## config.mk

```make
export PLATFORM = sky130hd
export DESIGN_NAME = pmpc_mode_protect
export DESIGN_NICKNAME = d
export VERILOG_FILES = /design/src/inc/pmpc_pkg.sv /design/src/rtl/pmpc_mode_protect.sv
export VERILOG_INCLUDE_DIRS = /design/src /design/src/inc
export SDC_FILE = /design/constraint.sdc
export NUM_CORES = 1
export LEC_CHECK = 0
export ABC_AREA = 0
export BUFFER_PORTS_ARGS = -buffer_cell sky130_fd_sc_hd__clkbuf_2
export CORE_UTILIZATION = 38
export CTS_CLUSTER_DIAMETER = 100
export DETAILED_ROUTE_END_ITERATION = 16
export PLACE_DENSITY = 0.85
export SLEW_MARGIN = 20
export SYNTH_ARGS = -nofsm -noshare
export SYNTH_HDL_FRONTEND = slang
export SYNTH_SLANG_ARGS = --single-unit
```

## constraint.sdc

```tcl
create_clock -name ref_clk -period 1.95 [get_ports ref_clk]
set_clock_uncertainty 0.05 [all_clocks]
set_input_delay 0.39 -clock ref_clk [delete_from_list [all_inputs] [get_ports ref_clk]]
set_output_delay 0.39 -clock ref_clk [all_outputs]
set_load 0.005 [all_outputs]
```

## src/inc/pmpc_map.svh

```systemverilog
// Register offsets, field positions and reset values of the mode protect block
`ifndef PMPC_MAP_SVH
`define PMPC_MAP_SVH

// Register indices; byte address is four times the index
`define PMPC_IDX_PERM 8'h00
`define PMPC_IDX_CTRL 8'h01

// Permission register fields
`define PMPC_BIT_VLP 5
`define PMPC_BIT_LLS 3
`define PMPC_BIT_VLLS 1
`define PMPC_PERM_RST 8'h00

// Control register fields
`define PMPC_RUN_MODE_SELECT_HI 6
`define PMPC_RUN_MODE_SELECT_LO 5
`define PMPC_RUN_MODE_SELECT_NORMAL 2'h0
`define PMPC_RUN_MODE_SELECT_LPR 2'h2
`define PMPC_CTRL_RST 8'h00

// Bus answers
`define PMPC_RESP_OKAY 2'h0
`define PMPC_RESP_DECERR 2'h3

`endif

```

## src/inc/pmpc_pkg.sv

```systemverilog
// Types shared by the mode protect block and its bench
package pmpc_pkg;

    typedef struct packed {
        logic awvalid;
        logic [31:0] awaddr;
        logic wvalid;
        logic [31:0] wdata;
        logic [3:0] wstrb;
        logic bready;
        logic arvalid;
        logic [31:0] araddr;
        logic rready;
    } pmpc_axil_req_t;

    typedef struct packed {
        logic awready;
        logic wready;
        logic bvalid;
        logic [1:0] bresp;
        logic arready;
        logic rvalid;
        logic [31:0] rdata;
        logic [1:0] rresp;
    } pmpc_axil_rsp_t;

    typedef struct packed {
        logic allowVlp;
        logic allowLls;
        logic allowVlls;
    } pmpc_allow_t;

    typedef enum {
        PMPC_RUN_NORMAL,
        PMPC_RUN_LOW_POWER
    } pmpc_run_t;

endpackage

```

## src/rtl/pmpc_mode_protect.sv

```systemverilog
// Mode permission and run mode control registers behind an AXI4-Lite slave
`timescale 1ns/1ps
`include "pmpc_map.svh"

module pmpc_mode_protect (
    // Clock and resets
    input wire logic ref_clk,
    input wire logic rstn,
    input wire logic chipRstn,
    input wire logic sysRstn,
    // Register bus
    input wire pmpc_pkg::pmpc_axil_req_t axiReq,
    output wire pmpc_pkg::pmpc_axil_rsp_t axiRsp,
    // Mode controller side
    input wire logic exitToRun,
    output wire pmpc_pkg::pmpc_allow_t allow,
    output logic lowPowerRun
);
    import pmpc_pkg::*;

    // Reset scopes: power-on covers chip, chip covers system
    wire porRst;
    wire chipRst;
    wire sysRst;
    assign porRst = !rstn;
    assign chipRst = porRst || !chipRstn;
    assign sysRst = chipRst || !sysRstn;

    // Bus state
    logic awHeld;
    logic wHeld;
    logic [31:0] awAddr;
    logic [31:0] wData;
    logic [3:0] wStrb;
    logic bValid;
    logic [1:0] bResp;
    logic rValid;
    logic [31:0] rData;
    logic [1:0] rResp;

    // Register state
    logic permWritten;
    logic allow_very_low_power;
    logic allow_low_leakage_stop;
    logic allow_very_low_leakage_stop;
    pmpc_run_t runState;
    pmpc_run_t next_runState;
    // Reset image split per bit, so no shifted constant gets truncated
    wire [7:0] permRstVal;
    assign permRstVal = `PMPC_PERM_RST;

    // Channel handshakes
    wire awTake;
    wire wTake;
    wire arTake;
    wire doWrite;
    assign axiRsp.awready = !awHeld && !bValid;
    assign axiRsp.wready = !wHeld && !bValid;
    assign axiRsp.arready = !rValid;
    assign awTake = axiReq.awvalid && axiRsp.awready;
    assign wTake = axiReq.wvalid && axiRsp.wready;
    assign arTake = axiReq.arvalid && axiRsp.arready;
    // Write happens once both halves are held
    assign doWrite = awHeld && wHeld && !bValid;

    // Write decode
    wire wrHighZero;
    wire wrPermSel;
    wire wrCtrlSel;
    wire wrMapped;
    wire wrLane0;
    assign wrHighZero = (awAddr[31:10] == 22'h0) && (awAddr[1:0] == 2'h0);
    assign wrPermSel = wrHighZero && (awAddr[9:2] == `PMPC_IDX_PERM);
    assign wrCtrlSel = wrHighZero && (awAddr[9:2] == `PMPC_IDX_CTRL);
    assign wrMapped = wrPermSel || wrCtrlSel;
    // Only byte lane 0 carries the 8-bit registers
    assign wrLane0 = wStrb[0];

    // Read decode
    wire rdHighZero;
    wire rdPermSel;
    wire rdCtrlSel;
    wire rdMapped;
    assign rdHighZero = (axiReq.araddr[31:10] == 22'h0) && (axiReq.araddr[1:0] == 2'h0);
    assign rdPermSel = rdHighZero && (axiReq.araddr[9:2] == `PMPC_IDX_PERM);
    assign rdCtrlSel = rdHighZero && (axiReq.araddr[9:2] == `PMPC_IDX_CTRL);
    assign rdMapped = rdPermSel || rdCtrlSel;

    // Permission write acceptance
    wire permWrite;
    assign permWrite = doWrite && wrPermSel && wrLane0 && !permWritten;

    // Run select request decode
    wire ctrlWrite;
    wire [1:0] runmReq;
    wire reqNormal;
    wire reqLowPower;
    wire lowPowerOk;
    assign ctrlWrite = doWrite && wrCtrlSel && wrLane0;
    assign runmReq = wData[`PMPC_RUN_MODE_SELECT_HI:`PMPC_RUN_MODE_SELECT_LO];
    assign reqNormal = ctrlWrite && (runmReq == `PMPC_RUN_MODE_SELECT_NORMAL);
    assign reqLowPower = ctrlWrite && (runmReq == `PMPC_RUN_MODE_SELECT_LPR);
    // Codes 01 and 11 match neither request and are dropped
    assign lowPowerOk = reqLowPower && allow_very_low_power;

    // Read values
    wire [7:0] permReadVal;
    wire [1:0] runmRead;
    wire [7:0] ctrlReadVal;
    assign permReadVal = {2'h0, allow_very_low_power, 1'h0, allow_low_leakage_stop, 1'h0, allow_very_low_leakage_stop, 1'h0};
    assign runmRead = (runState == PMPC_RUN_LOW_POWER) ? `PMPC_RUN_MODE_SELECT_LPR : `PMPC_RUN_MODE_SELECT_NORMAL;
    // Bit 7 is not stored, so a stray one cannot reach any logic
    assign ctrlReadVal = {1'h0, runmRead, 5'h00};

    // Run mode sequencing
    always_comb begin
        next_runState = runState;
        case (runState)
            PMPC_RUN_NORMAL: begin
                if (lowPowerOk) begin
                    next_runState = PMPC_RUN_LOW_POWER;
                end
            end
            PMPC_RUN_LOW_POWER: begin
                // Hardware exit wins over a same-cycle software write
                if (exitToRun || reqNormal) begin
                    next_runState = PMPC_RUN_NORMAL;
                end
            end
            default: begin
                next_runState = PMPC_RUN_NORMAL;
            end
        endcase
    end

    // Address and data capture
    always_ff @(posedge ref_clk) begin
        if (sysRst) begin
            awHeld <= 1'h0;
            wHeld <= 1'h0;
            awAddr <= 32'h0;
            wData <= 32'h0;
            wStrb <= 4'h0;
        end else begin
            if (awTake) begin
                awHeld <= 1'h1;
                awAddr <= axiReq.awaddr;
            end else if (doWrite) begin
                awHeld <= 1'h0;
            end
            if (wTake) begin
                wHeld <= 1'h1;
                wData <= axiReq.wdata;
                wStrb <= axiReq.wstrb;
            end else if (doWrite) begin
                wHeld <= 1'h0;
            end
        end
    end

    // Write response
    always_ff @(posedge ref_clk) begin
        if (sysRst) begin
            bValid <= 1'h0;
            bResp <= `PMPC_RESP_OKAY;
        end else if (doWrite) begin
            bValid <= 1'h1;
            bResp <= wrMapped ? `PMPC_RESP_OKAY : `PMPC_RESP_DECERR;
        end else if (bValid && axiReq.bready) begin
            bValid <= 1'h0;
        end
    end

    // Read response
    always_ff @(posedge ref_clk) begin
        if (sysRst) begin
            rValid <= 1'h0;
            rData <= 32'h0;
            rResp <= `PMPC_RESP_OKAY;
        end else if (arTake) begin
            rValid <= 1'h1;
            rData <= {24'h0, rdPermSel ? permReadVal : (rdCtrlSel ? ctrlReadVal : 8'h00)};
            rResp <= rdMapped ? `PMPC_RESP_OKAY : `PMPC_RESP_DECERR;
        end else if (rValid && axiReq.rready) begin
            rValid <= 1'h0;
        end
    end

    assign axiRsp.bvalid = bValid;
    assign axiRsp.bresp = bResp;
    assign axiRsp.rvalid = rValid;
    assign axiRsp.rdata = rData;
    assign axiRsp.rresp = rResp;

    // Write-once lock, reopened by any system reset
    always_ff @(posedge ref_clk) begin
        if (sysRst) begin
            permWritten <= 1'h0;
        end else if (permWrite) begin
            permWritten <= 1'h1;
        end
    end

    // Allow bits survive resets below chip level
    always_ff @(posedge ref_clk) begin
        if (chipRst) begin
            allow_very_low_power <= permRstVal[`PMPC_BIT_VLP];
            allow_low_leakage_stop <= permRstVal[`PMPC_BIT_LLS];
            allow_very_low_leakage_stop <= permRstVal[`PMPC_BIT_VLLS];
        end else if (permWrite) begin
            allow_very_low_power <= wData[`PMPC_BIT_VLP];
            allow_low_leakage_stop <= wData[`PMPC_BIT_LLS];
            allow_very_low_leakage_stop <= wData[`PMPC_BIT_VLLS];
        end
    end

    // Run mode survives resets below power-on
    always_ff @(posedge ref_clk) begin
        if (porRst) begin
            runState <= PMPC_RUN_NORMAL;
        end else begin
            runState <= next_runState;
        end
    end

    // Permissions to the mode controller
    assign allow.allowVlp = allow_very_low_power;
    assign allow.allowLls = allow_low_leakage_stop;
    assign allow.allowVlls = allow_very_low_leakage_stop;
    assign lowPowerRun = (runState == PMPC_RUN_LOW_POWER);

    // Checks
    a_perm_locked: assert property (@(posedge ref_clk) disable iff (!rstn)
        (permWritten && !chipRst) |=> $stable(permReadVal))
        else $error("Permission changed after the first write");

    a_first_write: assert property (@(posedge ref_clk) disable iff (!rstn)
        (doWrite && wrPermSel && wrLane0 && !permWritten && !sysRst)
        |=> permWritten && (allow_very_low_power == $past(wData[5])) && (allow_very_low_leakage_stop == $past(wData[1])))
        else $error("First permission write not stored");

    a_chip_reset: assert property (@(posedge ref_clk) disable iff (!rstn)
        chipRst |=> (permReadVal == 8'h00) && !permWritten)
        else $error("Chip reset left permission set");

    a_reserved_zero: assert property (@(posedge ref_clk) disable iff (!rstn)
        (rValid && $past(arTake) && $past(rdPermSel)) |-> ((rData & 32'hFFFF_FFD5) == 32'h0))
        else $error("Reserved permission bits read nonzero");

    a_block_lpr: assert property (@(posedge ref_clk) disable iff (!rstn)
        (reqLowPower && !allow_very_low_power && runState == PMPC_RUN_NORMAL)
        |=> (runmRead == 2'h0) && !lowPowerRun)
        else $error("Forbidden low-power run entered");

    a_enter_lpr: assert property (@(posedge ref_clk) disable iff (!rstn)
        (reqLowPower && allow_very_low_power && runState == PMPC_RUN_NORMAL)
        |=> lowPowerRun && (runmRead == 2'h2))
        else $error("Permitted low-power run not entered");

    a_reserved_code: assert property (@(posedge ref_clk) disable iff (!rstn)
        (ctrlWrite && wData[5] && !exitToRun) |=> $stable(runState))
        else $error("Reserved run code changed the mode");

    a_exit_clear: assert property (@(posedge ref_clk) disable iff (!rstn)
        (lowPowerRun && exitToRun) |=> (runmRead == 2'h0) && !lowPowerRun)
        else $error("Run select not cleared on exit");

    a_ctrl_kept: assert property (@(posedge ref_clk) disable iff (!rstn)
        (chipRst && !ctrlWrite && !exitToRun) |=> $stable(runState))
        else $error("Chip reset disturbed run mode");

    a_write_answer: assert property (@(posedge ref_clk) disable iff (!rstn)
        (doWrite && !sysRst) |=> bValid ##0 (bResp == (($past(wrMapped)) ? 2'h0 : 2'h3)))
        else $error("Write answer missing or wrong");

    a_lock_reopen: assert property (@(posedge ref_clk) disable iff (!rstn)
        sysRst |=> !permWritten)
        else $error("Lock not reopened by system reset");

    a_sys_keep: assert property (@(posedge ref_clk) disable iff (!rstn)
        (sysRst && !chipRst && !permWrite) |=> $stable(permReadVal))
        else $error("System reset disturbed permission");

    a_lls_store: assert property (@(posedge ref_clk) disable iff (!rstn)
        (permWrite && !chipRst) |=> (allow_low_leakage_stop == $past(wData[`PMPC_BIT_LLS])))
        else $error("Leakage stop allow not stored");

    a_vlp_entry: assert property (@(posedge ref_clk) disable iff (!rstn)
        $rose(lowPowerRun) |-> $past(allow_very_low_power))
        else $error("Low-power run entered without allow");

    a_normal_exit: assert property (@(posedge ref_clk) disable iff (!rstn)
        (lowPowerRun && reqNormal) |=> !lowPowerRun && (runmRead == 2'h0))
        else $error("Software return to normal run ignored");

    a_ctrl_fields: assert property (@(posedge ref_clk) disable iff (!rstn)
        (rValid && $past(arTake) && $past(rdCtrlSel)) |-> ((rData & 32'hFFFF_FF9F) == 32'h0)
        && (rData[6:5] != 2'h1) && (rData[6:5] != 2'h3))
        else $error("Control readback holds a reserved value");

    a_strobe_off: assert property (@(posedge ref_clk) disable iff (!rstn)
        (doWrite && wrPermSel && !wrLane0 && !sysRst) |=> $stable(permWritten) && $stable(permReadVal))
        else $error("Write without lane 0 used the lock");

    // Bus checks that span an edge skip cycles with a system reset, which drops every channel
    a_decerr_keep: assert property (@(posedge ref_clk) disable iff (!rstn)
        (doWrite && !wrMapped && !sysRst && !exitToRun) |=> $stable(permReadVal) && $stable(runState))
        else $error("Unmapped write changed state");

    a_read_answer: assert property (@(posedge ref_clk) disable iff (!rstn)
        (arTake && !sysRst) |=> rValid && (rResp == ($past(rdMapped) ? 2'h0 : 2'h3)))
        else $error("Read answer missing or wrong");

    a_bresp_hold: assert property (@(posedge ref_clk) disable iff (!rstn)
        (bValid && !axiReq.bready && !sysRst) |=> bValid && $stable(bResp))
        else $error("Write answer dropped before taken");

    a_rdata_hold: assert property (@(posedge ref_clk) disable iff (!rstn)
        (rValid && !axiReq.rready && !sysRst) |=> rValid && $stable(rData) && $stable(rResp))
        else $error("Read answer dropped before taken");

    a_busy_refuse: assert property (@(posedge ref_clk) disable iff (!rstn)
        bValid |-> !axiRsp.awready && !axiRsp.wready)
        else $error("Write taken while answer pending");

    a_ar_refuse: assert property (@(posedge ref_clk) disable iff (!rstn)
        rValid |-> !axiRsp.arready)
        else $error("Read taken while answer pending");

endmodule

```

==> metrics <==
peak supply drop between 0.4 and 0.5 mV; register area 1042 µm²; Die Ht approximately 80 µm; largest family of logic cells by synthesized area simple AND/OR/NAND/NOR gates; kind of critical path reg -> reg; worst skew pair latency approximately 0.31 ns; pin count of the biggest net entering global routing 33; CP peak stage delay roughly 0.55 ns; width of the die 80.15 µm; number of port buffers 95; top_reg_cell synth dfxtp_1; RSZ-0062 raised after global routing true; Adder-Cell Fraction of Synth Area 0%; post-synthesis mux area share approximately 3.9%; 1st-iter DRT viols 48; critical path arrival about 2.2 ns; Initial Util 39.20%; Fill cells 604; #FFs+latches synth 52; status complete, but fails checks; element type at the critical path end flop; DRC viols 0; area of the multi-input gates 1057 µm²; Slew Viols, Final 0; Core Area 5921 µm²; CP dominant cell by count or4_4; WP data required approximately 2.1 ns; XOR/XNOR Fraction of Synth Area 0%; drt first pass iters 4; via count 2076; final antenna-violating net count 0; number of synthesized flops with an enable pin 0; most common cell in the synthesized netlist nand2_1; Mapped Avg Cell Area just over 8 µm²; Cell Rows 28; CP max-delay cell or4_4; root buffer cell clkbuf_8; register area share after synthesis approximately 45%; setup ws final -0.1077 ns; minimum clock period slightly above 2 ns; Synth area leaders dfxtp_1 (45%), nand2_1 (12%), buf_4 (11%); clock transition at the registers of the reported paths 0.10 ns; Max Cap Viol 0; Synth Cell Area about 2300 µm²; maximum root-to-sink buffer count 2; Fin. Hold Viols 0; vias per inst around 4.6; CTS tree built; gr usage total approximately 17%; Synthesis Warnings 0; Setup Viol. Count Final 5; CTS buffer count 5; FF-to-FF path depth 5; nets 484; setup TNS -0.4435 ns; post-synthesis compound-gate area fraction 9.919%; FFs w/ async S/R, synth 0%; CTS Sinks 52; synthesis-to-finish area growth 23.50%; Mapped Cells about 290; leading cell types by count after synthesis nand2_1 (75), dfxtp_1 (52), a21oi_1 (38), buf_4 (35); I/O pins around 160; failing checks setup timing; Die ar. around 6400 µm²; Synth Area in Simple Gates around a quarter; antenna violations before repair 0; Final Cycle Share 105.5%; startpoint types flop; Tightest Hold Check Type in -> reg; hold path cells 3; Fmax around 0.49 GHz; GRT overflow 0; Worst Path Max Fanout 3; post-synth top area share 44.85%; DP Wirelength 3815 µm; H-tree levels 2; worst path cell trace or4_4 -> nor4_4 -> nand4_2 -> or4_4 -> mux2i_1; vias in the first global route around 1900; share of cells above drive strength 1 between 30% and 40%; Total Power slightly above 2 mW; leakage power 1.286 nW; first-pass GRT wire length 8300 µm; ratio of total power to cell area 720.0 nW/µm²; Final GP Congestion 0.7113; distinct cell type count after synthesis 31; diode count 0; post-synth top area cell dfxtp_1; Avg WL per Cell between 10 and 15 µm; routed wire length 4912 µm
## path summary, 6_finish.rpt
| check | from | to | slack [ns] |
|---|---|---|---|
| min | axiReq[102] | awAddr[30]$_SDFFE_PP0P_ | 0.24 |
| min reg2reg | permWritten$_SDFFE_PP0P_ | permWritten$_SDFFE_PP0P_ | 0.41 |
| max reg2reg | awAddr[24]$_SDFFE_PP0P_ | allow_low_leakage_stop$_SDFFE_PP0P_ | -0.11 |
| max | awAddr[24]$_SDFFE_PP0P_ | allow_low_leakage_stop$_SDFFE_PP0P_ | -0.11 |
## final cells by class
class / count / area share (%)
flip-flops and latches: 52 / 36.36
inverters: 3 / 0.3928
clock inverters: 3 / 1.484
multi-input cells: 208 / 36.88
clock buffers: 5 / 2.401
well taps: 75 / 3.274
repair buffers: 104 / 19.21
## critical path, delay by kind of cell (launching register included)
| family | cells | cell delay [ns] |
|---|---|---|
| mux | 1 | 0.14 |
| simple gates | 4 | 1.43 |
| flops | 1 | 0.33 |
## state kept, by name (all words and copies together) (netlist names)
signal / cells
runState: 1
wHeld: 1
allow_very_low_leakage_stop: 1
awAddr: 32
permWritten: 1
wStrb: 1
awHeld: 1
allow_very_low_power: 1
allow_low_leakage_stop: 1
bResp: 1
wData: 4
rValid: 1
rResp: 1
bValid: 1
rData: 4
## cells in the final DEF, fill, tap and decap left out, drive strengths merged
master	synthesis	layout
a211oi	1	1
a21oi	38	38
a22oi	3	3
and2	3	3
and3	1	1
and4	1	1
buf	38	9
bufinv	0	1
clkbuf	12	100
clkinv	0	1
clkinvlp	0	1
conb	1	28
dfxtp	52	52
inv	3	3
mux2i	9	9
nand2	75	75
nand2b	3	3
nand3	1	1
nand3b	2	2
nand4	3	3
nand4b	2	2
nor2	14	14
nor2b	1	1
nor3	1	1
nor4	16	16
o21ai	2	2
or3	1	1
or4	3	3
## cells by family (layout without fill, tap and decap cells)
group	count (synthesis)	in the layout
DFF	52	52
other	1	28
and+or+nand+nor	127	127
AOI/OAI and AO/OA	44	44
muxes	9	9
buffers and inverters	53	115
## per-stage QoR
stage / worst slack [ns] / cell area [µm²] / util [%] / std cells / hold slack [ns]
6_report: -0.1077 / 2867 / 48.42 / 450 / 0.2397
5_1_grt: -0.1735 / 2867 / 48.42 / 450 / 0.2360
4_1_cts: -0.09231 / 2845 / 48.06 / 449 / 0.2354
3_5_place_dp: -0.09840 / 2710 / 45.77 / 439 / 0.3942
3_3_place_gp: -0.05566 / 2710 / 45.77 / 439 / 0.3847
2_1_floorplan: -0.04437 / 2422 / - / 313 / 0.3757
## power by group
group / total [mW] / switching (mW) / internal [mW]
clock: 0.728 / 0.348 / 0.380
sequential: 1.09 / 0.0107 / 1.08
combinational: 0.248 / 0.122 / 0.126
## repair_timing
| action | CTS | global route |
|---|---|---|
| pin swaps | 2 | 2 |
| hold buffers | 0 | 0 |
| buffers inserted | 2 | 1 |
| gates resized for setup | 4 | 3 |
| setup endpoints to repair | 4 | 6 |
## layer usage
layer | wire, µm | track usage (%) | vias up
met3 | 288 | 4.545 | 10
met2 | 2334 | 27.95 | 69
met5 | 0 | 0 | -
met1 | 2222 | 20.10 | 928
li1 | - | - | 1069
met4 | 68 | 5.893 | 0
(Power assumes the default switching activity.)
